File: config.mk
export PLATFORM = sky130hd
export DESIGN_NAME = periodic_timer
export DESIGN_NICKNAME = d
export VERILOG_FILES = /design/src/rtl/periodic_timer_pkg.sv /design/src/rtl/pin_sync_if.sv /design/src/rtl/pin_sync.sv /design/src/rtl/periodic_timer.sv
export SDC_FILE = /design/constraint.sdc
export NUM_CORES = 1
export LEC_CHECK = 0
export BUFFER_PORTS_ARGS = -buffer_cell sky130_fd_sc_hd__buf_4
export CAP_MARGIN = 10
export CORE_MARGIN = 4
export CORE_UTILIZATION = 55
export CTS_CLUSTER_SIZE = 12
export DETAILED_ROUTE_END_ITERATION = 8
export PLACE_DENSITY_LB_ADDON = 0.05
export SKIP_LAST_GASP = 1
export SYNTH_ARGS = -nofsm -noshare
export SYNTH_HDL_FRONTEND = slang
export SYNTH_SLANG_ARGS = --single-unit
File: constraint.sdc
create_clock -name clk_i -period 5.1 [get_ports clk_i]
set_input_delay 0.51 -clock clk_i [delete_from_list [all_inputs] [get_ports clk_i]]
set_output_delay 0.51 -clock clk_i [all_outputs]
set_load 0.1 [all_outputs]
File: src/rtl/periodic_timer_pkg.sv
package periodic_timer_pkg;
  // counter and comparator width
  localparam int CNT_W = 10;
  // wishbone byte address width and data width
  localparam int ADR_W = 8;
  localparam int DAT_W = 32;
  // register byte offsets, one aligned word each
  localparam logic [ADR_W-1:0] OFS_CONTROL_0 = 8'h00;
  localparam logic [ADR_W-1:0] OFS_CONTROL_1 = 8'h04;
  localparam logic [ADR_W-1:0] OFS_COUNTER_LOW = 8'h08;
  localparam logic [ADR_W-1:0] OFS_COUNTER_HIGH = 8'h0c;
  localparam logic [ADR_W-1:0] OFS_MATCH_A_LOW = 8'h10;
  localparam logic [ADR_W-1:0] OFS_MATCH_A_HIGH = 8'h14;
  localparam logic [ADR_W-1:0] OFS_PERIOD_LOW = 8'h18;
  localparam logic [ADR_W-1:0] OFS_PERIOD_HIGH = 8'h1c;
  localparam logic [ADR_W-1:0] OFS_STATUS = 8'h20;
  // control 0 field positions
  localparam int POS_RUN = 3;
  localparam int POS_EXT_CLK = 4;
  // control 1 field positions
  localparam int POS_MODE_HI = 7;
  localparam int POS_MODE_LO = 6;
  localparam int POS_ACT_HI = 5;
  localparam int POS_ACT_LO = 4;
  localparam int POS_LEVEL = 3;
  localparam int POS_INVERT = 2;
  localparam int POS_CAP_SRC = 1;
  localparam int POS_CLR_SEL = 0;
  // status field positions
  localparam int POS_FLAG_A = 0;
  localparam int POS_FLAG_P = 1;
  localparam int POS_CAP_LVL = 2;
  // values after reset
  localparam logic [7:0] RST_BYTE = 8'h00;
  localparam logic [CNT_W-1:0] RST_CNT = 10'h000;
  // input synchroniser depth
  localparam int SYNC_STAGES = 3;
  // operating modes
  typedef enum logic [1:0] {
    MODE_COMPARE = 2'b00,
    MODE_CAPTURE = 2'b01,
    MODE_PWM = 2'b10,
    MODE_TIMER = 2'b11
  } op_mode_e;
  // pin action codes, compare mode
  localparam logic [1:0] ACT_HOLD = 2'h0;
  localparam logic [1:0] ACT_LOW = 2'h1;
  localparam logic [1:0] ACT_HIGH = 2'h2;
  localparam logic [1:0] ACT_TOGGLE = 2'h3;
  // pin action codes, pwm mode
  localparam logic [1:0] PWM_INACTIVE = 2'h0;
  localparam logic [1:0] PWM_ACTIVE = 2'h1;
  localparam logic [1:0] PWM_WAVE = 2'h2;
endpackage

File: src/rtl/pin_sync_if.sv
`timescale 1ns/1ps
// synchronised pin levels and events passed to the timer core
interface pin_sync_if;
  logic ext_clk_level; // filtered level of the external clock pin
  logic ext_clk_rise; // one-cycle pulse on its rising edge
  logic cap_level; // filtered level of the capture input pin
  modport src (
    output ext_clk_level,
    output ext_clk_rise,
    output cap_level
  );
  modport dst (
    input ext_clk_level,
    input ext_clk_rise,
    input cap_level
  );
endinterface

File: src/rtl/pin_sync.sv
`timescale 1ns/1ps
// three-stage synchroniser and edge detector for the timer input pins
module pin_sync
  import periodic_timer_pkg::*;
#(
  parameter int STAGES = SYNC_STAGES
) (
  input wire logic clk_i,
  input wire logic rst_i,
  input wire logic external_clock_pin_i,
  input wire logic capture_input_pin_i,
  pin_sync_if.src sync
);
  // the agreement filter needs at least three stages
  if (STAGES < 3) begin : g_check
    $error("pin_sync needs STAGES of at least 3");
  end

  typedef struct packed {
    logic [STAGES-1:0] clk_sh; // external clock shift chain
    logic [STAGES-1:0] cap_sh; // capture pin shift chain
    logic clk_lvl; // accepted clock level
    logic clk_rise; // rising edge pulse
    logic cap_lvl; // accepted capture level
  } sync_s;

  sync_s s_r;
  sync_s s_nxt;

  // shift, then accept a level only once the last two stages agree;
  // the first stage is read by the shift alone, never by the filter
  always_comb begin
    s_nxt = s_r;
    s_nxt.clk_sh = {s_r.clk_sh[STAGES-2:0], external_clock_pin_i};
    s_nxt.cap_sh = {s_r.cap_sh[STAGES-2:0], capture_input_pin_i};
    s_nxt.clk_rise = 1'b0;
    if (s_r.clk_sh[STAGES-1] == s_r.clk_sh[STAGES-2]) begin
      s_nxt.clk_lvl = s_r.clk_sh[STAGES-1];
      s_nxt.clk_rise = s_r.clk_sh[STAGES-1] & ~s_r.clk_lvl;
    end
    if (s_r.cap_sh[STAGES-1] == s_r.cap_sh[STAGES-2]) begin
      s_nxt.cap_lvl = s_r.cap_sh[STAGES-1];
    end
  end

  // synchronous reset to all zero
  always_ff @(posedge clk_i) begin
    if (rst_i) begin
      s_r <= '0;
    end else begin
      s_r <= s_nxt;
    end
  end

  assign sync.ext_clk_level = s_r.clk_lvl;
  assign sync.ext_clk_rise = s_r.clk_rise;
  assign sync.cap_level = s_r.cap_lvl;
endmodule // pin_sync

File: src/rtl/periodic_timer.sv
`timescale 1ns/1ps
// Operation
// - run rising edge restores pin initial level
// - level bit: initial or active output level
// - invert bit flips pin, not in timer or capture
// - capture source: zero capture pin, one clock
// - clear select: A match, else P/overflow
// - overflow clears only when period is zero
// - clear select ignored in pwm and capture
// - counter readable as low and two-bit high
// - mode codes: compare, capture, pwm, timer
// - P clearing in compare raises both flags
// - A clearing raises only the A flag
// - compare pin changes only on A match
// - timer mode counts like compare, no pin
// - pwm: P match clears, A sets duty
// - pwm period is P, zero gives 1024
// - duty at or above period stays active
// - forced pwm pin keeps counting running
// - pwm raises A and P match flags
// - run rise zeroes counter, fall holds it
// - pwm pin codes: inactive, active, waveform
module periodic_timer
  import periodic_timer_pkg::*;
(
  input wire logic clk_i,
  input wire logic rst_i,
  input wire logic wb_cyc_i,
  input wire logic wb_stb_i,
  input wire logic wb_we_i,
  input wire logic [ADR_W-1:0] wb_adr_i,
  input wire logic [3:0] wb_sel_i,
  input wire logic [DAT_W-1:0] wb_dat_i,
  output logic [DAT_W-1:0] wb_dat_o,
  output logic wb_ack_o,
  input wire logic external_clock_pin_i,
  input wire logic capture_input_pin_i,
  output logic waveform_output_pin_o,
  output logic waveform_output_oe_o
);

  // register map, one byte in the low lane of each aligned word:
  //   control 0 holds run at bit 3 and the external clock select
  //   control 1 holds mode, pin action, level, invert, capture
  //     source and clear select, from bit 7 down to bit 0
  //   counter low and high are read only and read live, so a
  //   carry between the two reads can tear the value
  //   match A and period low and high are read and write
  //   status holds the two match flags, write one to clear, and
  //   the level of the selected capture source, read only
  // unmapped words answer with zero and ignore writes

  // bus timing: a request is taken on the edge where cyc and stb
  // are high and ack is low; ack and read data then stand for one
  // cycle, so a master holding stb sees a gap before the next take

  // the byte split and the widening below are written for ten bits
  if (CNT_W != 10) begin : g_width_check
    $error("periodic_timer needs CNT_W of exactly 10");
  end

  // whole state of the block in one record
  typedef struct packed {
    logic [CNT_W-1:0] cnt; // count-up counter
    logic [CNT_W-1:0] cmp_a; // compare_a_value
    logic [CNT_W-1:0] cmp_p; // period_compare_value
    logic run; // counter_run
    logic run_q; // run as seen last cycle, for edges
    logic ext_clk; // count on external clock rising edges
    op_mode_e mode; // op_mode_select
    logic [1:0] act; // pin_action_select
    logic level; // output_level_control
    logic invert; // output_invert
    logic cap_src; // capture_source_select
    logic clr_sel; // counter_clear_select
    logic out_state; // compare mode pin state before invert
    logic flag_a; // match_a_flag
    logic flag_p; // match_p_flag
    logic ack; // bus acknowledge
    logic [DAT_W-1:0] dat; // bus read data
    logic pin; // registered waveform pin
    logic oe; // registered pin enable
  } timer_s;

  timer_s s_r;
  timer_s s_nxt;

  pin_sync_if sync ();

  // filtered external pins
  // each pin passes four flops before any logic here reads it
  pin_sync #(
    .STAGES(SYNC_STAGES)
  ) u_pin_sync (
    .clk_i(clk_i),
    .rst_i(rst_i),
    .external_clock_pin_i(external_clock_pin_i),
    .capture_input_pin_i(capture_input_pin_i),
    .sync(sync)
  );

  // place a byte into the low or high part of a 10-bit value
  function automatic logic [CNT_W-1:0] put_byte(
    input logic [CNT_W-1:0] old,
    input logic hi,
    input logic [7:0] b
  );
    logic [CNT_W-1:0] v;
    v = old;
    if (hi) begin
      v[CNT_W-1:8] = b[CNT_W-9:0];
    end else begin
      v[7:0] = b;
    end
    return v;
  endfunction

  // widen a byte register to the bus word, upper bits read zero
  function automatic logic [DAT_W-1:0] word(input logic [7:0] b);
    return {24'h000000, b};
  endfunction

  // upper counter bits as a high-byte value
  function automatic logic [7:0] high_byte(input logic [CNT_W-1:0] v);
    return {6'h00, v[CNT_W-1:8]};
  endfunction

  // combinational next state
  always_comb begin
    // bus decode
    logic req; // request taken this cycle
    logic wr; // byte write taken this cycle
    // counter events
    logic tick; // one counter clock
    logic run_rise; // counter_run went from low to high
    logic [CNT_W-1:0] inc;
    logic hit_a;
    logic hit_p;
    logic ev_a;
    logic ev_p;
    logic clr;
    logic clr_a;
    logic clr_p;
    // pin helpers
    logic pwm_on; // pwm waveform in its active part
    logic lvl; // pin level before the invert
    logic cap_lvl; // level of the selected capture source
    logic [7:0] b; // write byte from the low lane
    req = 1'b0;
    wr = 1'b0;
    tick = 1'b0;
    run_rise = 1'b0;
    inc = '0;
    hit_a = 1'b0;
    hit_p = 1'b0;
    ev_a = 1'b0;
    ev_p = 1'b0;
    clr = 1'b0;
    clr_a = 1'b0;
    clr_p = 1'b0;
    pwm_on = 1'b0;
    lvl = 1'b0;
    cap_lvl = 1'b0;
    b = wb_dat_i[7:0];
    s_nxt = s_r;

    // one answer per request; ack is dropped the cycle after it
    // a held strobe is not taken twice while ack is up
    req = wb_cyc_i & wb_stb_i & ~s_r.ack;
    wr = req & wb_we_i & wb_sel_i[0];
    s_nxt.ack = req;

    // capture trigger source; zero picks the capture pin
    cap_lvl = s_r.cap_src ? sync.ext_clk_level : sync.cap_level;

    // register writes; unmapped and read-only words ignore writes
    if (wr) begin
      if (wb_adr_i == OFS_CONTROL_0) begin
        s_nxt.run = b[POS_RUN];
        s_nxt.ext_clk = b[POS_EXT_CLK];
      end else if (wb_adr_i == OFS_CONTROL_1) begin
        // taken at once even while running; a glitch-free change of
        // mode or pin action is left to software stopping first
        s_nxt.mode = op_mode_e'(b[POS_MODE_HI:POS_MODE_LO]);
        s_nxt.act = b[POS_ACT_HI:POS_ACT_LO];
        s_nxt.level = b[POS_LEVEL];
        s_nxt.invert = b[POS_INVERT];
        s_nxt.cap_src = b[POS_CAP_SRC];
        s_nxt.clr_sel = b[POS_CLR_SEL];
      end else if (wb_adr_i == OFS_MATCH_A_LOW) begin
        s_nxt.cmp_a = put_byte(s_r.cmp_a, 1'b0, b);
      end else if (wb_adr_i == OFS_MATCH_A_HIGH) begin
        s_nxt.cmp_a = put_byte(s_r.cmp_a, 1'b1, b);
      end else if (wb_adr_i == OFS_PERIOD_LOW) begin
        s_nxt.cmp_p = put_byte(s_r.cmp_p, 1'b0, b);
      end else if (wb_adr_i == OFS_PERIOD_HIGH) begin
        s_nxt.cmp_p = put_byte(s_r.cmp_p, 1'b1, b);
      end else if (wb_adr_i == OFS_STATUS) begin
        // write one to clear a match flag
        clr_a = b[POS_FLAG_A];
        clr_p = b[POS_FLAG_P];
      end
    end

    // register reads show the state before this cycle's update
    // and read data is zero in every cycle that is not an answer
    s_nxt.dat = '0;
    if (req && !wb_we_i) begin
      if (wb_adr_i == OFS_CONTROL_0) begin
        s_nxt.dat = word({3'h0, s_r.ext_clk, s_r.run, 3'h0});
      end else if (wb_adr_i == OFS_CONTROL_1) begin
        s_nxt.dat = word({s_r.mode, s_r.act, s_r.level, s_r.invert,
                          s_r.cap_src, s_r.clr_sel});
      end else if (wb_adr_i == OFS_COUNTER_LOW) begin
        s_nxt.dat = word(s_r.cnt[7:0]);
      end else if (wb_adr_i == OFS_COUNTER_HIGH) begin
        s_nxt.dat = word(high_byte(s_r.cnt));
      end else if (wb_adr_i == OFS_MATCH_A_LOW) begin
        s_nxt.dat = word(s_r.cmp_a[7:0]);
      end else if (wb_adr_i == OFS_MATCH_A_HIGH) begin
        s_nxt.dat = word(high_byte(s_r.cmp_a));
      end else if (wb_adr_i == OFS_PERIOD_LOW) begin
        s_nxt.dat = word(s_r.cmp_p[7:0]);
      end else if (wb_adr_i == OFS_PERIOD_HIGH) begin
        s_nxt.dat = word(high_byte(s_r.cmp_p));
      end else if (wb_adr_i == OFS_STATUS) begin
        s_nxt.dat = word({5'h00, cap_lvl, s_r.flag_p, s_r.flag_a});
      end
    end

    // counter clock: every system clock or synced pin rising edge;
    // a pin edge reaches here about four cycles late, so the pin
    // clock must stay under a quarter of the system clock
    tick = s_r.ext_clk ? sync.ext_clk_rise : 1'b1;
    run_rise = s_r.run & ~s_r.run_q;
    s_nxt.run_q = s_r.run;

    // comparators look at the value the counter is about to take,
    // so a zero period matches exactly at overflow
    // the ten-bit sum wraps on purpose: 1023 plus one is zero
    inc = s_r.cnt + 10'h001;
    hit_a = (inc == s_r.cmp_a);
    hit_p = (inc == s_r.cmp_p);

    if (run_rise) begin
      // restart from zero with the pin at its initial level
      // no flags are raised in this cycle; counting resumes next
      s_nxt.cnt = RST_CNT;
      s_nxt.out_state = s_r.level;
    end else if (s_r.run && tick) begin
      // a stopped counter simply holds its value
      case (s_r.mode)
        MODE_PWM: begin
          // clear select plays no part here
          ev_a = hit_a;
          ev_p = hit_p;
          clr = hit_p;
        end
        MODE_CAPTURE: begin
          // only the period bound is kept in this mode
          // capture itself is not built; only the count runs here
          ev_p = hit_p;
          clr = hit_p;
        end
        default: begin
          // compare and timer modes count identically
          if (s_r.clr_sel) begin
            ev_a = hit_a;
            clr = hit_a;
          end else begin
            ev_a = hit_a;
            ev_p = hit_p;
            clr = hit_p;
          end
        end
      endcase
      s_nxt.cnt = clr ? RST_CNT : inc;
      // compare pin reacts to the A event only; hold code is a no-op
      if (s_r.mode == MODE_COMPARE && ev_a) begin
        case (s_r.act)
          ACT_LOW: s_nxt.out_state = 1'b0;
          ACT_HIGH: s_nxt.out_state = 1'b1;
          ACT_TOGGLE: s_nxt.out_state = ~s_r.out_state;
          default: s_nxt.out_state = s_r.out_state;
        endcase
      end
    end

    // flags: a match in the clearing cycle wins over the clear, so
    // software that clears a flag never loses an event it raced;
    // the flags themselves are level, no pulse leaves the block
    s_nxt.flag_a = ev_a | (s_r.flag_a & ~clr_a);
    s_nxt.flag_p = ev_p | (s_r.flag_p & ~clr_p);

    // pwm is active from the clear until the counter reaches A,
    // so a duty at or above the period never goes inactive; a duty
    // of zero never goes active, the pin then stays at its inactive
    // level for the whole period
    pwm_on = (s_nxt.cnt < s_r.cmp_a);

    // output pin; counting above carries on whatever is forced here
    case (s_r.mode)
      MODE_COMPARE: begin
        lvl = s_nxt.out_state;
        s_nxt.oe = 1'b1;
      end
      MODE_PWM: begin
        case (s_r.act)
          PWM_ACTIVE: lvl = s_r.level;
          PWM_WAVE: lvl = pwm_on ? s_r.level : ~s_r.level;
          default: lvl = ~s_r.level;
        endcase
        s_nxt.oe = 1'b1;
      end
      default: begin
        // timer and capture modes leave the pin to other functions
        // the pin is held low with its enable off, never left floating
        lvl = 1'b0;
        s_nxt.oe = 1'b0;
      end
    endcase
    s_nxt.pin = s_nxt.oe & (lvl ^ s_r.invert);
  end

  // synchronous reset; every field starts at zero, which means
  // compare mode, counter stopped, pin low and not driven; the pin
  // enable rises one cycle after reset is released
  always_ff @(posedge clk_i) begin
    if (rst_i) begin
      s_r <= '0;
    end else begin
      s_r <= s_nxt;
    end
  end

  // all outputs come straight from the state record
  // so nothing combinational reaches a pin or the bus
  assign wb_dat_o = s_r.dat;
  assign wb_ack_o = s_r.ack;
  assign waveform_output_pin_o = s_r.pin;
  assign waveform_output_oe_o = s_r.oe;
endmodule // periodic_timer

## After elaboration in Yosys (flattened, before gate mapping)

Cells that the tools add are included.

- Register bits after elaboration: 88
- Latch bits: 0
- RAM bits: 0
- Bits in read-only memories: 0
- Bits of input ports: 51
- Output and inout bits: 35
- Logic and storage cells: 144
- Memories: 0

- Add/subtract/negate cells: 1
- Multipliers: 0
- Divide/modulo/power cells: 0
- Order comparisons: 1
- Eq/ne operators: 17
- Shifts and indexed selects: 0
- Muxes and demuxes: 53
- Bitwise logic cells: 26
- Reductions and logical operators: 18

Operators with widths:

| kind | number |
|---|---|
| $mux W8 | 8 |
| $mux W1 | 36 |
| $eq A8 B5 Y1 const B | 4 |
| $mux W10 | 3 |
| $eq A10 B10 Y1 | 2 |
| $eq A8 B4 Y1 const B | 2 |
| $not A1 Y1 | 14 |
| $add A10 B1 Y10 const B | 1 |
| $lt A10 B10 Y1 | 1 |
| $reduce_or A10 Y1 | 1 |
| $and A1 B1 Y1 | 9 |
| $eq A8 B3 Y1 const B | 1 |
| $eq A8 B6 Y1 const B | 1 |
| $logic_not A8 Y1 | 1 |
| $reduce_or A2 Y1 | 4 |
| $reduce_and A7 Y1 | 1 |
| $eq A2 B2 Y1 const B | 3 |
| $mux W3 | 2 |
| $reduce_and A6 Y1 | 1 |
| $mux W5 | 1 |
| $reduce_and A5 Y1 | 1 |
| $eq A2 B1 Y1 const B | 2 |
| $pmux W1 S2 | 2 |
| $reduce_and A4 Y1 | 1 |
| other kinds (10) | 14 |

## Longest topological paths before layout

Gate-level depths: netlist of the first run.

- Depth after elaboration: 15
- Gate-level depth with buffers: 22
- Mapped depth without buffers: 21

## Modules after synthesis

From an unflattened synthesis of the first run, not the netlist that was laid out.

- Cell total of the unflattened synthesis: 558
- Area, all modules: 4311.6 um^2

Modules (own cells, without submodules):

| module | times used | cells an instance | area each (um^2) | sequential area each (um^2) |
|---|---|---|---|---|
| periodic_timer | 1 | 536 | 4042.6 | 1101.1 |
| pin_sync | 1 | 22 | 269.0 | 180.2 |

## Least setup slack after synthesis of the first run

No wires, ideal clock.

- Path type: reg-to-reg
- From: reg s_r[70] in the netlist's numbering
- To: reg s_r (netlist bit waveform_output_pin_o)
- Library setup time: 78 ps
- Arrival time: 3965 ps
- Required time: 5022 ps
- Slack: 1058 ps
- Stages on the path, launching flop included: 20
- Buffers on the path: 1
- Clock period less this slack: 4042 ps
- Path through: dfxtp_1 -> ha_1 -> nand3_1 -> or2_1 -> xnor2_1 -> nand3_1 -> o22ai_1 -> or2_1 -> buf_6 -> or4_4 -> a21oi_2 -> ha_1 -> a2111oi_0 -> o21ai_0 -> o22ai_1 -> o21ai_0 -> a211oi_1 -> a31oi_1 -> o31a_1 -> nor3_1

RTL lines:

| item | line | RTL |
|---|---|---|
| start: declaration | periodic_timer.sv:85 | `timer_s s_r;` |
| start signal: assignment | periodic_timer.sv:332 | `s_r <= s_nxt;` |

==> flow_summary.toml, run 1 <==
[outcome]
outcome = "finished clean"

[logic_synthesis]
synth_top_area_cell = "sky130_fd_sc_hd__dfxtp_1"
ys_seq_area_frac = 0.3232
mappedNetlistArea_mm2 = 0.003964
postSynthRegisterBits = 64
synth.top_cells.by_area = "sky130_fd_sc_hd__dfxtp_1 (32%), sky130_fd_sc_hd__mux2i_1 (7.1%), sky130_fd_sc_hd__buf_4 (6.8%)"
syn-instance-count = 465
ys_dominant_reg_cell = "sky130_fd_sc_hd__dfxtp_1"
yosysUniqueCellTypes = 65
synthArstFlopShare = 0
post_synthesis_area_per_instance_um2 = 8.524
synth-edff-count = 0
yosysTopAreaCellShare = 0.3232
synthMostInstantiatedCell = "sky130_fd_sc_hd__dfxtp_1"
most_common_library_cells_after_synthesis = "sky130_fd_sc_hd__dfxtp_1 (64), sky130_fd_sc_hd__nor2_1 (46), sky130_fd_sc_hd__buf_4 (36)"
synth-warning-count = 0

[drt]
drt_first_pass_iters = 6
wl_per_cell_um = 16.61
number_of_vias_per_cell_after_detailed_routing = 5.668
postRouteWirelength_um = 9699
antenna_left = 0
initialDrtViolationCount = 271
route.vias.total = 3310
drcViolationCount = 0

[sta]
period_share = 0.8973
max_clock_freq_mhz = 218.5
timing_hold_violations_final = 0
final_max_slew_viol_count = 0
setup_tns_ns = 0
maxSlewHeadroom = 0.5861
period_needed_ns = 4.576
setup-violations-final = 0
setup_repair_after_global_routing_missed_its_margin = "no"
post-route-worst-setup-slack_ns = 0.5236
skew_ns = 0.01091
worstMarginPinSlew_ns = 0.6191

[power_and_ir_drop]
max-vdd-ir-drop_mv = 0.1803
power_per_cell_area_mw_per_mm2 = 267.9
static-leakage-power_nw = 1.802

[floorplan]
placement_row_count = 30
die_height_um = 92.90
fp.dieW_um = 92.90
die_area_mm2 = 0.008629
core_mm2 = 0.006907
design.portCount = 86
initial_utilization = 0.5739

[layout]
multiInputGateArea_mm2 = 0.002350
antenna_diode_count = 0
drive_above_1_share = 0.1557
area_growth_syn_to_layout_pct = 9.912
sequential_area_mm2 = 0.001285
n_fill_cell = 646
layout.nets = 549

[critical_path]
cpMaxStageDelayCell = "sky130_fd_sc_hd__dfxtp_1"
path_class = "reg2reg"
critical_path.max_stage_delay_ns = 0.43
timing.critical_path.required_ns = 5.39
path_max_fanout = 6
end_kind = "register"
critPathMostFrequentCell = "sky130_fd_sc_hd__o21ai_0"
cp.arrival_ns = 4.87
nature_of_the_critical_path_startpoint = "register"
crit_chain = "ha_2, nand2_1, o32ai_1, a2bb2oi_1, nand4_1, o22ai_1, or2_1, or4_4, a21oi_2, ha_1, a2111oi_0, o21ai_0, o22ai_2, o21ai_0, a211oi_1, a31oi_1, o31a_1, nor3_1"

[global_routing]
first_global_vias = 3197
pin_count_of_the_biggest_net_entering_global_routing = 57
grt_first_pass_wirelength_um = 15750
grt_use_total = 0.2348
globalRoute.totalOverflow = 0
number_of_antenna_violations_at_the_first_check_in_global_routing = 0

[placement]
hpwlAfterDp_um = 7396
global_placement_routability_congestion = 0.8832
port_buffers = 34
post_place_worst_slack_ns = 0.5083

[worst_hold_path]
hold_path.class = "in2reg"

[clock_network]
cts.reportedPaths.clkPinSlew_ns = 0.08
clkLatencyLatePin_ns = 0.36
tritoncts = "yes"
h_tree_levels = 3
cts_buffers = 9
clockRootBuffer = "sky130_fd_sc_hd__clkbuf_8"
clock_sink_count = 64
cts_buffer_depth = 2

[run]
cap_violations = 0
-- cell type report --
cell class,instances,share of cell area
tap,96,0.02757
clock buffer,9,0.02843
clock inverter,7,0.02872
sequential,64,0.2949
timing repair buffer,38,0.06548
inverter,18,0.01551
multi-input combinational,352,0.5393
-- metrics by stage --
stage	total power, mW	area [µm²]	instances	hold slack, ns	utilization
after detailed placement	0.6320	4095	568	0.4407	0.5929
after global routing	1.204	4357	584	0.3642	0.6308
after floorplan	0.6240	4050	488	0.4138	-
after CTS	1.179	4344	584	0.3466	0.6290
after global placement	0.6312	4095	568	0.4146	0.5929
final	1.167	4357	584	0.3659	0.6308
-- registers in the layout, indices dropped and copies added, names as in the netlist --
| signal | flops |
|---|---|
| s_nxt | 1 |
| s_r | 43 |
| u_pin_sync.s_nxt | 4 |
| u_pin_sync.s_r | 2 |
| u_pin_sync.sync.cap_level | 1 |
| u_pin_sync.sync.ext_clk_level | 1 |
| u_pin_sync.sync.ext_clk_rise | 1 |
| waveform_output_oe_o | 1 |
| waveform_output_pin_o | 1 |
| wb_ack_o | 1 |
| wb_dat_o | 8 |
-- worst paths after layout --
path | from | endpoint | slack (ns) | depth (start not counted)
max | s_r[70] | waveform_output_pin_o | 0.52 | 18
min | external_clock_pin_i | u_pin_sync.s_nxt[7] | 0.37 | 2
max reg2reg | s_r[70] | waveform_output_pin_o | 0.52 | 18
min reg2reg | u_pin_sync.s_nxt[4] | u_pin_sync.s_nxt[5] | 0.45 | 1
-- cells in the final DEF (no fill, tap or decap), types with 14 or more instances in the layout --
cell type,count
sky130_fd_sc_hd__dfxtp_1,61
sky130_fd_sc_hd__nor2_1,46
sky130_fd_sc_hd__buf_4,38
sky130_fd_sc_hd__nand2_1,31
sky130_fd_sc_hd__mux2i_1,28
sky130_fd_sc_hd__conb_1,24
sky130_fd_sc_hd__a21oi_1,23
sky130_fd_sc_hd__inv_1,18
sky130_fd_sc_hd__xnor2_1,18
sky130_fd_sc_hd__a22oi_1,14
sky130_fd_sc_hd__ha_1,14
-- worst max-delay path, delay by kind of cell, from the launching register on --
family	cells	cell delay, ns
flops	1	0.43
compound gates	11	2.40
simple gates	5	1.10
fa+ha+maj	2	0.58
-- per-layer routing --
metal / track usage / part of all wire
met5: 0 / 0
met4: 0.1123 / 0.030
met3: 0.05361 / 0.083
met2: 0.3635 / 0.45
met1: 0.3073 / 0.44
-- logic make-up after synthesis --
logic type               after synthesis  share of synthesized area
buffers and inverters                 72                     0.1080
adder cells (fa/ha/maj)               15                    0.04735
AO/OA/AOI/OAI                         84                     0.1408
XOR/XNOR                              28                    0.06724
flip-flops                            64                     0.3232
AND/OR/NAND/NOR                      172                     0.2390
multiplexers                          29                    0.07355
other                                  1                  0.0009461
-- timing repair --
action | CTS | global route
setup endpoints to repair | 0 | 1
hold endpoints to repair | 0 | 0
gates resized for setup | 0 | 5
hold buffers | 0 | 0
setup buffers | 0 | 0
-- power by group --
group / leakage, nW / internal (mW) / switching (mW) / total (mW)
Combinational: 1.16 / 0.0166 / 0.101 / 0.117
Clock: 0.125 / 0.330 / 0.216 / 0.547
Sequential: 0.518 / 0.502 / 0.00106 / 0.503
Total: 1.80 / 0.849 / 0.318 / 1.17
Power figures use the tool's default switching activity.
==> inputs of run 2 (changes only) <==
- CORE_ASPECT_RATIO: unset -> 0.7
==> flow_summary.toml, run 2 (same netlist as run 1, synthesis figures left out) <==
[global_routing]
first_global_vias = 3137
grt_use_total = 0.2563
top_usage_layer = "met1"
met3_demand_to_capacity_share_in_global_routing = 0.06255
number_of_antenna_violations_at_the_first_check_in_global_routing = 0
grtUsageMet2 = 0.3611
grt_first_pass_wirelength_um = 16790
globalRoute.totalOverflow = 0
groute.layer.met1.usage = 0.3790
pin_count_of_the_biggest_net_entering_global_routing = 57

[clock_network]
cts_buffers = 9
cts.reportedPaths.clkPinSlew_ns = 0.07
clockRootBuffer = "sky130_fd_sc_hd__clkbuf_8"
clkLatencyLatePin_ns = 0.36
h_tree_levels = 3
cts_buffer_depth = 2
clock_sink_count = 64
holdBufCountCts = 0
tritoncts = "yes"

[sta]
worstMarginPinSlew_ns = 0.6566
final_max_slew_viol_count = 0
setup_tns_ns = 0
max_clock_freq_mhz = 212.9
period_share = 0.9209
period_needed_ns = 4.696
timing_hold_violations_final = 0
setup-violations-final = 0
whs_ns = 0.3757
maxSlewHeadroom = 0.5610
setup_repair_after_global_routing_missed_its_margin = "no"
skew_ns = 0.005944

[drt]
drcViolationCount = 0
number_of_vias_per_cell_after_detailed_routing = 5.787
postRouteWirelength_um = 10450
antenna_left = 0
route.vias.total = 3374
initialDrtViolationCount = 280
drt_first_pass_iters = 5
wl_per_cell_um = 17.93

[critical_path]
critical_path_buf_inv_count = 0
crit_chain = "ha_2, nand3_2, nor2_2, xnor2_1, nand4_1, o22ai_1, or2_1, or4_4, a21oi_2, ha_1, a2111oi_0, o21ai_0, o22ai_1, o21ai_0, a211oi_1, a31oi_1, o31a_1, nor3_1"
r2r_slack_ns = 0.40
crit-reg2reg-capture = "waveform_output_pin_o"
cpMaxStageDelayCell = "sky130_fd_sc_hd__dfxtp_1"
path_max_fanout = 6
r2r-start = "s_r[70]"
nature_of_the_critical_path_startpoint = "register"
critical_path.max_stage_delay_ns = 0.44
end_kind = "register"
worstSetupPathDepth = 18
timing.critical_path.required_ns = 5.38
cell_type_group_with_the_largest_total_delay_on_the_critical_path = "compound AO/OA/AOI/OAI gates"
path_class = "reg2reg"
cp.arrival_ns = 4.98
worst_r2r_path_depth = 18

[layout]
final_core_util = 0.6315
largest_reg_flops = 43
register_bank_with_the_most_flops = "s_r"
n_fill_cell = 642
antenna_diode_count = 0
area_growth_syn_to_layout_pct = 9.628
final_common_cell = "sky130_fd_sc_hd__dfxtp_1"
commonest_cells_after_routing_fill_and_taps_aside = "sky130_fd_sc_hd__dfxtp_1 (62), sky130_fd_sc_hd__nor2_1 (46), sky130_fd_sc_hd__buf_4 (39)"
drive_above_1_share = 0.1534
layout.nets = 550

[floorplan]
fp.dieW_um = 109.5
die_area_mm2 = 0.008650
die_height_um = 79.03
core_mm2 = 0.006882
placement_row_count = 25
design.portCount = 86
initial_utilization = 0.5760

[worst_hold_path]
hold_path.class = "in2reg"
startpoint_of_the_tightest_hold_check_path = "external_clock_pin_i"
holdPathStages = 2
whs_endpoint = "u_pin_sync.s_nxt[7]"

[placement]
port_buffers = 34
global_placement_routability_congestion = 0.9423
hpwlAfterDp_um = 7815

[power_and_ir_drop]
power_per_cell_area_mw_per_mm2 = 263.5
max-vdd-ir-drop_mv = 0.2437
p_total_mw = 1.145
static-leakage-power_nw = 1.796

[outcome]
outcome = "finished clean"

[run]
cap_violations = 0
[run 2: cell count changes in the layout (fill, tap and decap cells not counted), sizes merged]
cell      change
clkbuf        +3
inv           -3
clkinv        -1
buf           +1
clkinvlp      +2
bufinv        -1
[run 2: power breakdown]
group          switching (mW)  internal (mW)
clock network           0.209          0.315
logic                   0.101         0.0167
registers            0.000991          0.502
[run 2: worst register-to-register path, stage by stage (launching register included)]
cell and delay (ns):
sky130_fd_sc_hd__dfxtp_1 0.44, sky130_fd_sc_hd__ha_2 0.31, sky130_fd_sc_hd__nand3_2 0.21, sky130_fd_sc_hd__nor2_2 0.24
sky130_fd_sc_hd__xnor2_1 0.13, sky130_fd_sc_hd__nand4_1 0.17, sky130_fd_sc_hd__o22ai_1 0.13, sky130_fd_sc_hd__or2_1 0.24
sky130_fd_sc_hd__or4_4 0.42, sky130_fd_sc_hd__a21oi_2 0.17, sky130_fd_sc_hd__ha_1 0.30, sky130_fd_sc_hd__a2111oi_0 0.38
sky130_fd_sc_hd__o21ai_0 0.15, sky130_fd_sc_hd__o22ai_1 0.30, sky130_fd_sc_hd__o21ai_0 0.17, sky130_fd_sc_hd__a211oi_1 0.23
sky130_fd_sc_hd__a31oi_1 0.14, sky130_fd_sc_hd__o31a_1 0.31, sky130_fd_sc_hd__nor3_1 0.18
[run 2: area by class of cell]
class	count	area [µm²]	area share
inverters	18	67.56	0.01555
clock buffers	12	165.2	0.03801
multi-input cells	352	2344	0.5393
flip-flops and latches	64	1284	0.2954
repair buffers	39	292.8	0.06738
well taps	94	117.6	0.02707
clock inverters	4	75.07	0.01728
[run 2: timing repair]
item	4_1_cts	5_1_grt
gates resized for setup	0	3
setup endpoints to repair	0	1
setup buffers	0	0
[run 2: per-layer routing]
layer  up-vias  part of all wire
li1       1633                 -
met1      1569              0.47
met3        17             0.089
met5         -                 0
met2       155              0.42
met4         0             0.018
[run 2: per-stage QoR]
step                setup slack (ns)  area [µm²]  cells
floorplan                      1.058        4050    488
global placement              0.5784        4100    567
detailed placement            0.4275        4100    567
CTS                           0.3941        4340    583
global route                 0.04046        4345    583
finish                        0.4036        4345    583
[run 2: worst max-delay path by stage]
stage,start,to,slack [ns]
2_1_floorplan,s_r[70],waveform_output_pin_o,1.06
3_3_place_gp,s_r[70],waveform_output_pin_o,0.58
3_5_place_dp,s_r[70],waveform_output_pin_o,0.43
4_1_cts,s_r[70],waveform_output_pin_o,0.39
5_1_grt,s_r[75],waveform_output_pin_o,0.04
6_report,s_r[70],waveform_output_pin_o,0.40
==> inputs of run 3 (changes only) <==
- CORE_UTILIZATION: 55 -> 35
- SYNTH_HIERARCHICAL: unset -> 1
==> flow_summary.toml, run 3 <==
[outcome]
outcome = "finished clean"

[logic_synthesis]
largest_family_of_logic_cells_by_synthesized_area = "simple AND/OR/NAND/NOR gates"
yosysUniqueCellTypes = 59
mappedNetlistArea_mm2 = 0.004312
yosysTopAreaCellShare = 0.2972
most_common_library_cells_after_synthesis = "sky130_fd_sc_hd__dfxtp_1 (64), sky130_fd_sc_hd__a21oi_1 (56), sky130_fd_sc_hd__nand2_1 (54)"
adder_cell_share_of_the_synthesized_area = 0.04353
area_share_of_and_or_nand_nor_cells_after_synthesis = 0.2670
postSynthRegisterBits = 64
synth_top_area_cell = "sky130_fd_sc_hd__dfxtp_1"
post_synthesis_area_per_instance_um2 = 7.727
synth_compound_area_frac = 0.1863
synth.top_cells.by_area = "sky130_fd_sc_hd__dfxtp_1 (30%), sky130_fd_sc_hd__buf_4 (6.6%), sky130_fd_sc_hd__a21oi_1 (6.5%)"
yosys.area_share.xor_xnor = 0.04498
ys_dominant_reg_cell = "sky130_fd_sc_hd__dfxtp_1"
syn-instance-count = 558
synthArstFlopShare = 0
synthMostInstantiatedCell = "sky130_fd_sc_hd__dfxtp_1"
synth_mux_area_frac = 0.04208
synth-warning-count = 6
ys_seq_area_frac = 0.2972
synth-edff-count = 0

[clock_network]
post-cts-setup-buffer-count = 0
holdBufCountCts = 0
cts_buffers = 9
clock_sink_count = 64
h_tree_levels = 3
cts_buffer_depth = 2
cts.reportedPaths.clkPinSlew_ns = 0.06
clockRootBuffer = "sky130_fd_sc_hd__clkbuf_16"
clkLatencyLatePin_ns = 0.34
tritoncts = "yes"

[sta]
worstMarginPinSlew_ns = 0.9271
skew_ns = 0.006856
period_share = 0.9452
setup-violations-final = 0
timing_hold_violations_final = 0
final_max_slew_viol_count = 0
maxSlewHeadroom = 0.3772
period_needed_ns = 4.821
setup_tns_ns = 0
max_clock_freq_mhz = 207.4
whs_ns = 0.3959
setup_repair_after_global_routing_missed_its_margin = "no"

[global_routing]
globalRoute.totalOverflow = 0
first_global_vias = 3717
pin_count_of_the_biggest_net_entering_global_routing = 56
number_of_antenna_violations_at_the_first_check_in_global_routing = 0
grt_use_total = 0.1977
grt_first_pass_wirelength_um = 21450

[critical_path]
cpMaxStageDelayCell = "sky130_fd_sc_hd__a211oi_1"
nature_of_the_critical_path_startpoint = "register"
critical_path_buf_inv_count = 2
path_class = "reg2reg"
end_kind = "register"
critical_path.max_stage_delay_ns = 0.48
cell_type_group_with_the_largest_total_delay_on_the_critical_path = "simple AND/OR/NAND/NOR gates"
cp.arrival_ns = 5.09
worstSetupPathDepth = 19
path_max_fanout = 7
worst_r2r_path_depth = 19
timing.critical_path.required_ns = 5.37
critPathMostFrequentCell = "sky130_fd_sc_hd__and3_1"
crit_chain = "ha_1, and3_1, a211oi_1, nor3_1, buf_4, nand4b_1, o32ai_2, buf_4, nor2_1, nand3_1, a21oi_1, ha_1, nand4_1, nor2_1, and3_1, o221ai_1, and3_1, nor4_2, mux2i_1"

[worst_hold_path]
holdPathStages = 2
hold_path.class = "in2reg"

[floorplan]
initial_utilization = 0.3626
fp.dieW_um = 140.7
die_area_mm2 = 0.01419
placement_row_count = 33
die_height_um = 100.9
design.portCount = 86
core_mm2 = 0.01189

[power_and_ir_drop]
power.clock.fraction = 0.499
switchingPower_mw = 0.3509
internal-power_mw = 0.9012
power_per_cell_area_mw_per_mm2 = 255.8
p_seq_frac = 0.402
max-vdd-ir-drop_mv = 0.1756
pwr-share-comb = 0.099
sw_frac_of_total = 0.2803
static-leakage-power_nw = 1.851
p_total_mw = 1.252

[layout]
final_common_cell = "sky130_fd_sc_hd__dfxtp_1"
antenna_diode_count = 0
layout.nets = 647
register_bank_with_the_most_flops = "s_r"
area_growth_syn_to_layout_pct = 13.55
commonest_cells_after_routing_fill_and_taps_aside = "sky130_fd_sc_hd__dfxtp_1 (64), sky130_fd_sc_hd__a21oi_1 (56), sky130_fd_sc_hd__buf_4 (56)"
largest_reg_flops = 43
drive_above_1_share = 0.1519

[drt]
drcViolationCount = 0
initialDrtViolationCount = 387
antenna_left = 0
wl_per_cell_um = 18.68
number_of_vias_per_cell_after_detailed_routing = 5.459
postRouteWirelength_um = 13880
drt_first_pass_iters = 5
route.vias.total = 4056

[placement]
hpwlAfterDp_um = 10480
port_buffers = 34
global_placement_routability_congestion = 0.8609

[run]
cap_violations = 0
## run 3: power by group through the flow
stage | combinational (mW) | clock (mW) | sequential, mW
finish | 0.124 | 0.625 | 0.504
detailed placement | 0.123 | 0 | 0.515
floorplan | 0.107 | 0 | 0.520
CTS | 0.123 | 0.645 | 0.504
global route | 0.128 | 0.667 | 0.504
global placement | 0.123 | 0 | 0.515
## run 3: area by class of cell
type,instances,area (µm²)
clock buffer,10,229.0
clock inverter,6,68.82
fill,1234,6995
inverter,23,86.33
multi-input combinational,427,2614
sequential,64,1281
tap,157,196.4
timing repair buffer,56,420.4
## run 3: metrics by stage
step                area (µm²)    util  worst slack, ns  instances
floorplan                 4398       -            1.179        581
global placement          4597  0.3866           0.3061        727
detailed placement        4597  0.3866           0.3554        727
CTS                       4895  0.4116           0.3061        743
global route              4896  0.4117          0.05136        743
finish                    4896  0.4117           0.2795        743
## run 3: path summary, 6_finish.rpt
check / startpoint / end / slack (ns)
min reg2reg: u_pin_sync/s_nxt[4] / u_pin_sync/s_nxt[5] / 0.45
min: external_clock_pin_i / u_pin_sync/s_nxt[7] / 0.40
max reg2reg: s_r[69] / waveform_output_pin_o / 0.28
max: s_r[69] / waveform_output_pin_o / 0.28
## run 3: routing by layer
layer  GRT usage  wire, µm  share of wire  vias up
met1      0.3251      7356           0.53     1914
met2      0.2574      5348           0.39      145
li1            -         -              -     1985
met4     0.03127       114         0.0082        0
met3     0.04505      1058          0.076       12
met5           0         0              0        -
## run 3: kinds of logic (layout without fill, tap and decap cells)
group / Yosys count / after routing
AO/OA/AOI/OAI: 127 / 127
XOR/XNOR: 19 / 19
adder cells (fa/ha/maj): 15 / 15
buffers and inverters: 90 / 95
flip-flops: 64 / 64
multiplexers: 18 / 18
other: 1 / 24
AND/OR/NAND/NOR: 224 / 224
## run 3: what timing repair did
item	CTS	global route
resized for setup	0	1
setup endpoints to repair	0	1
hold endpoints to repair	0	0
## run 3: worst register-to-register path, delay by kind of cell (launching register included)
family | cells | cell delay (ns)
simple gates | 10 | 2.39
fa+ha+maj | 2 | 0.50
mux | 1 | 0.20
compound gates | 4 | 1.03
flops | 1 | 0.31
buf+inv | 2 | 0.35
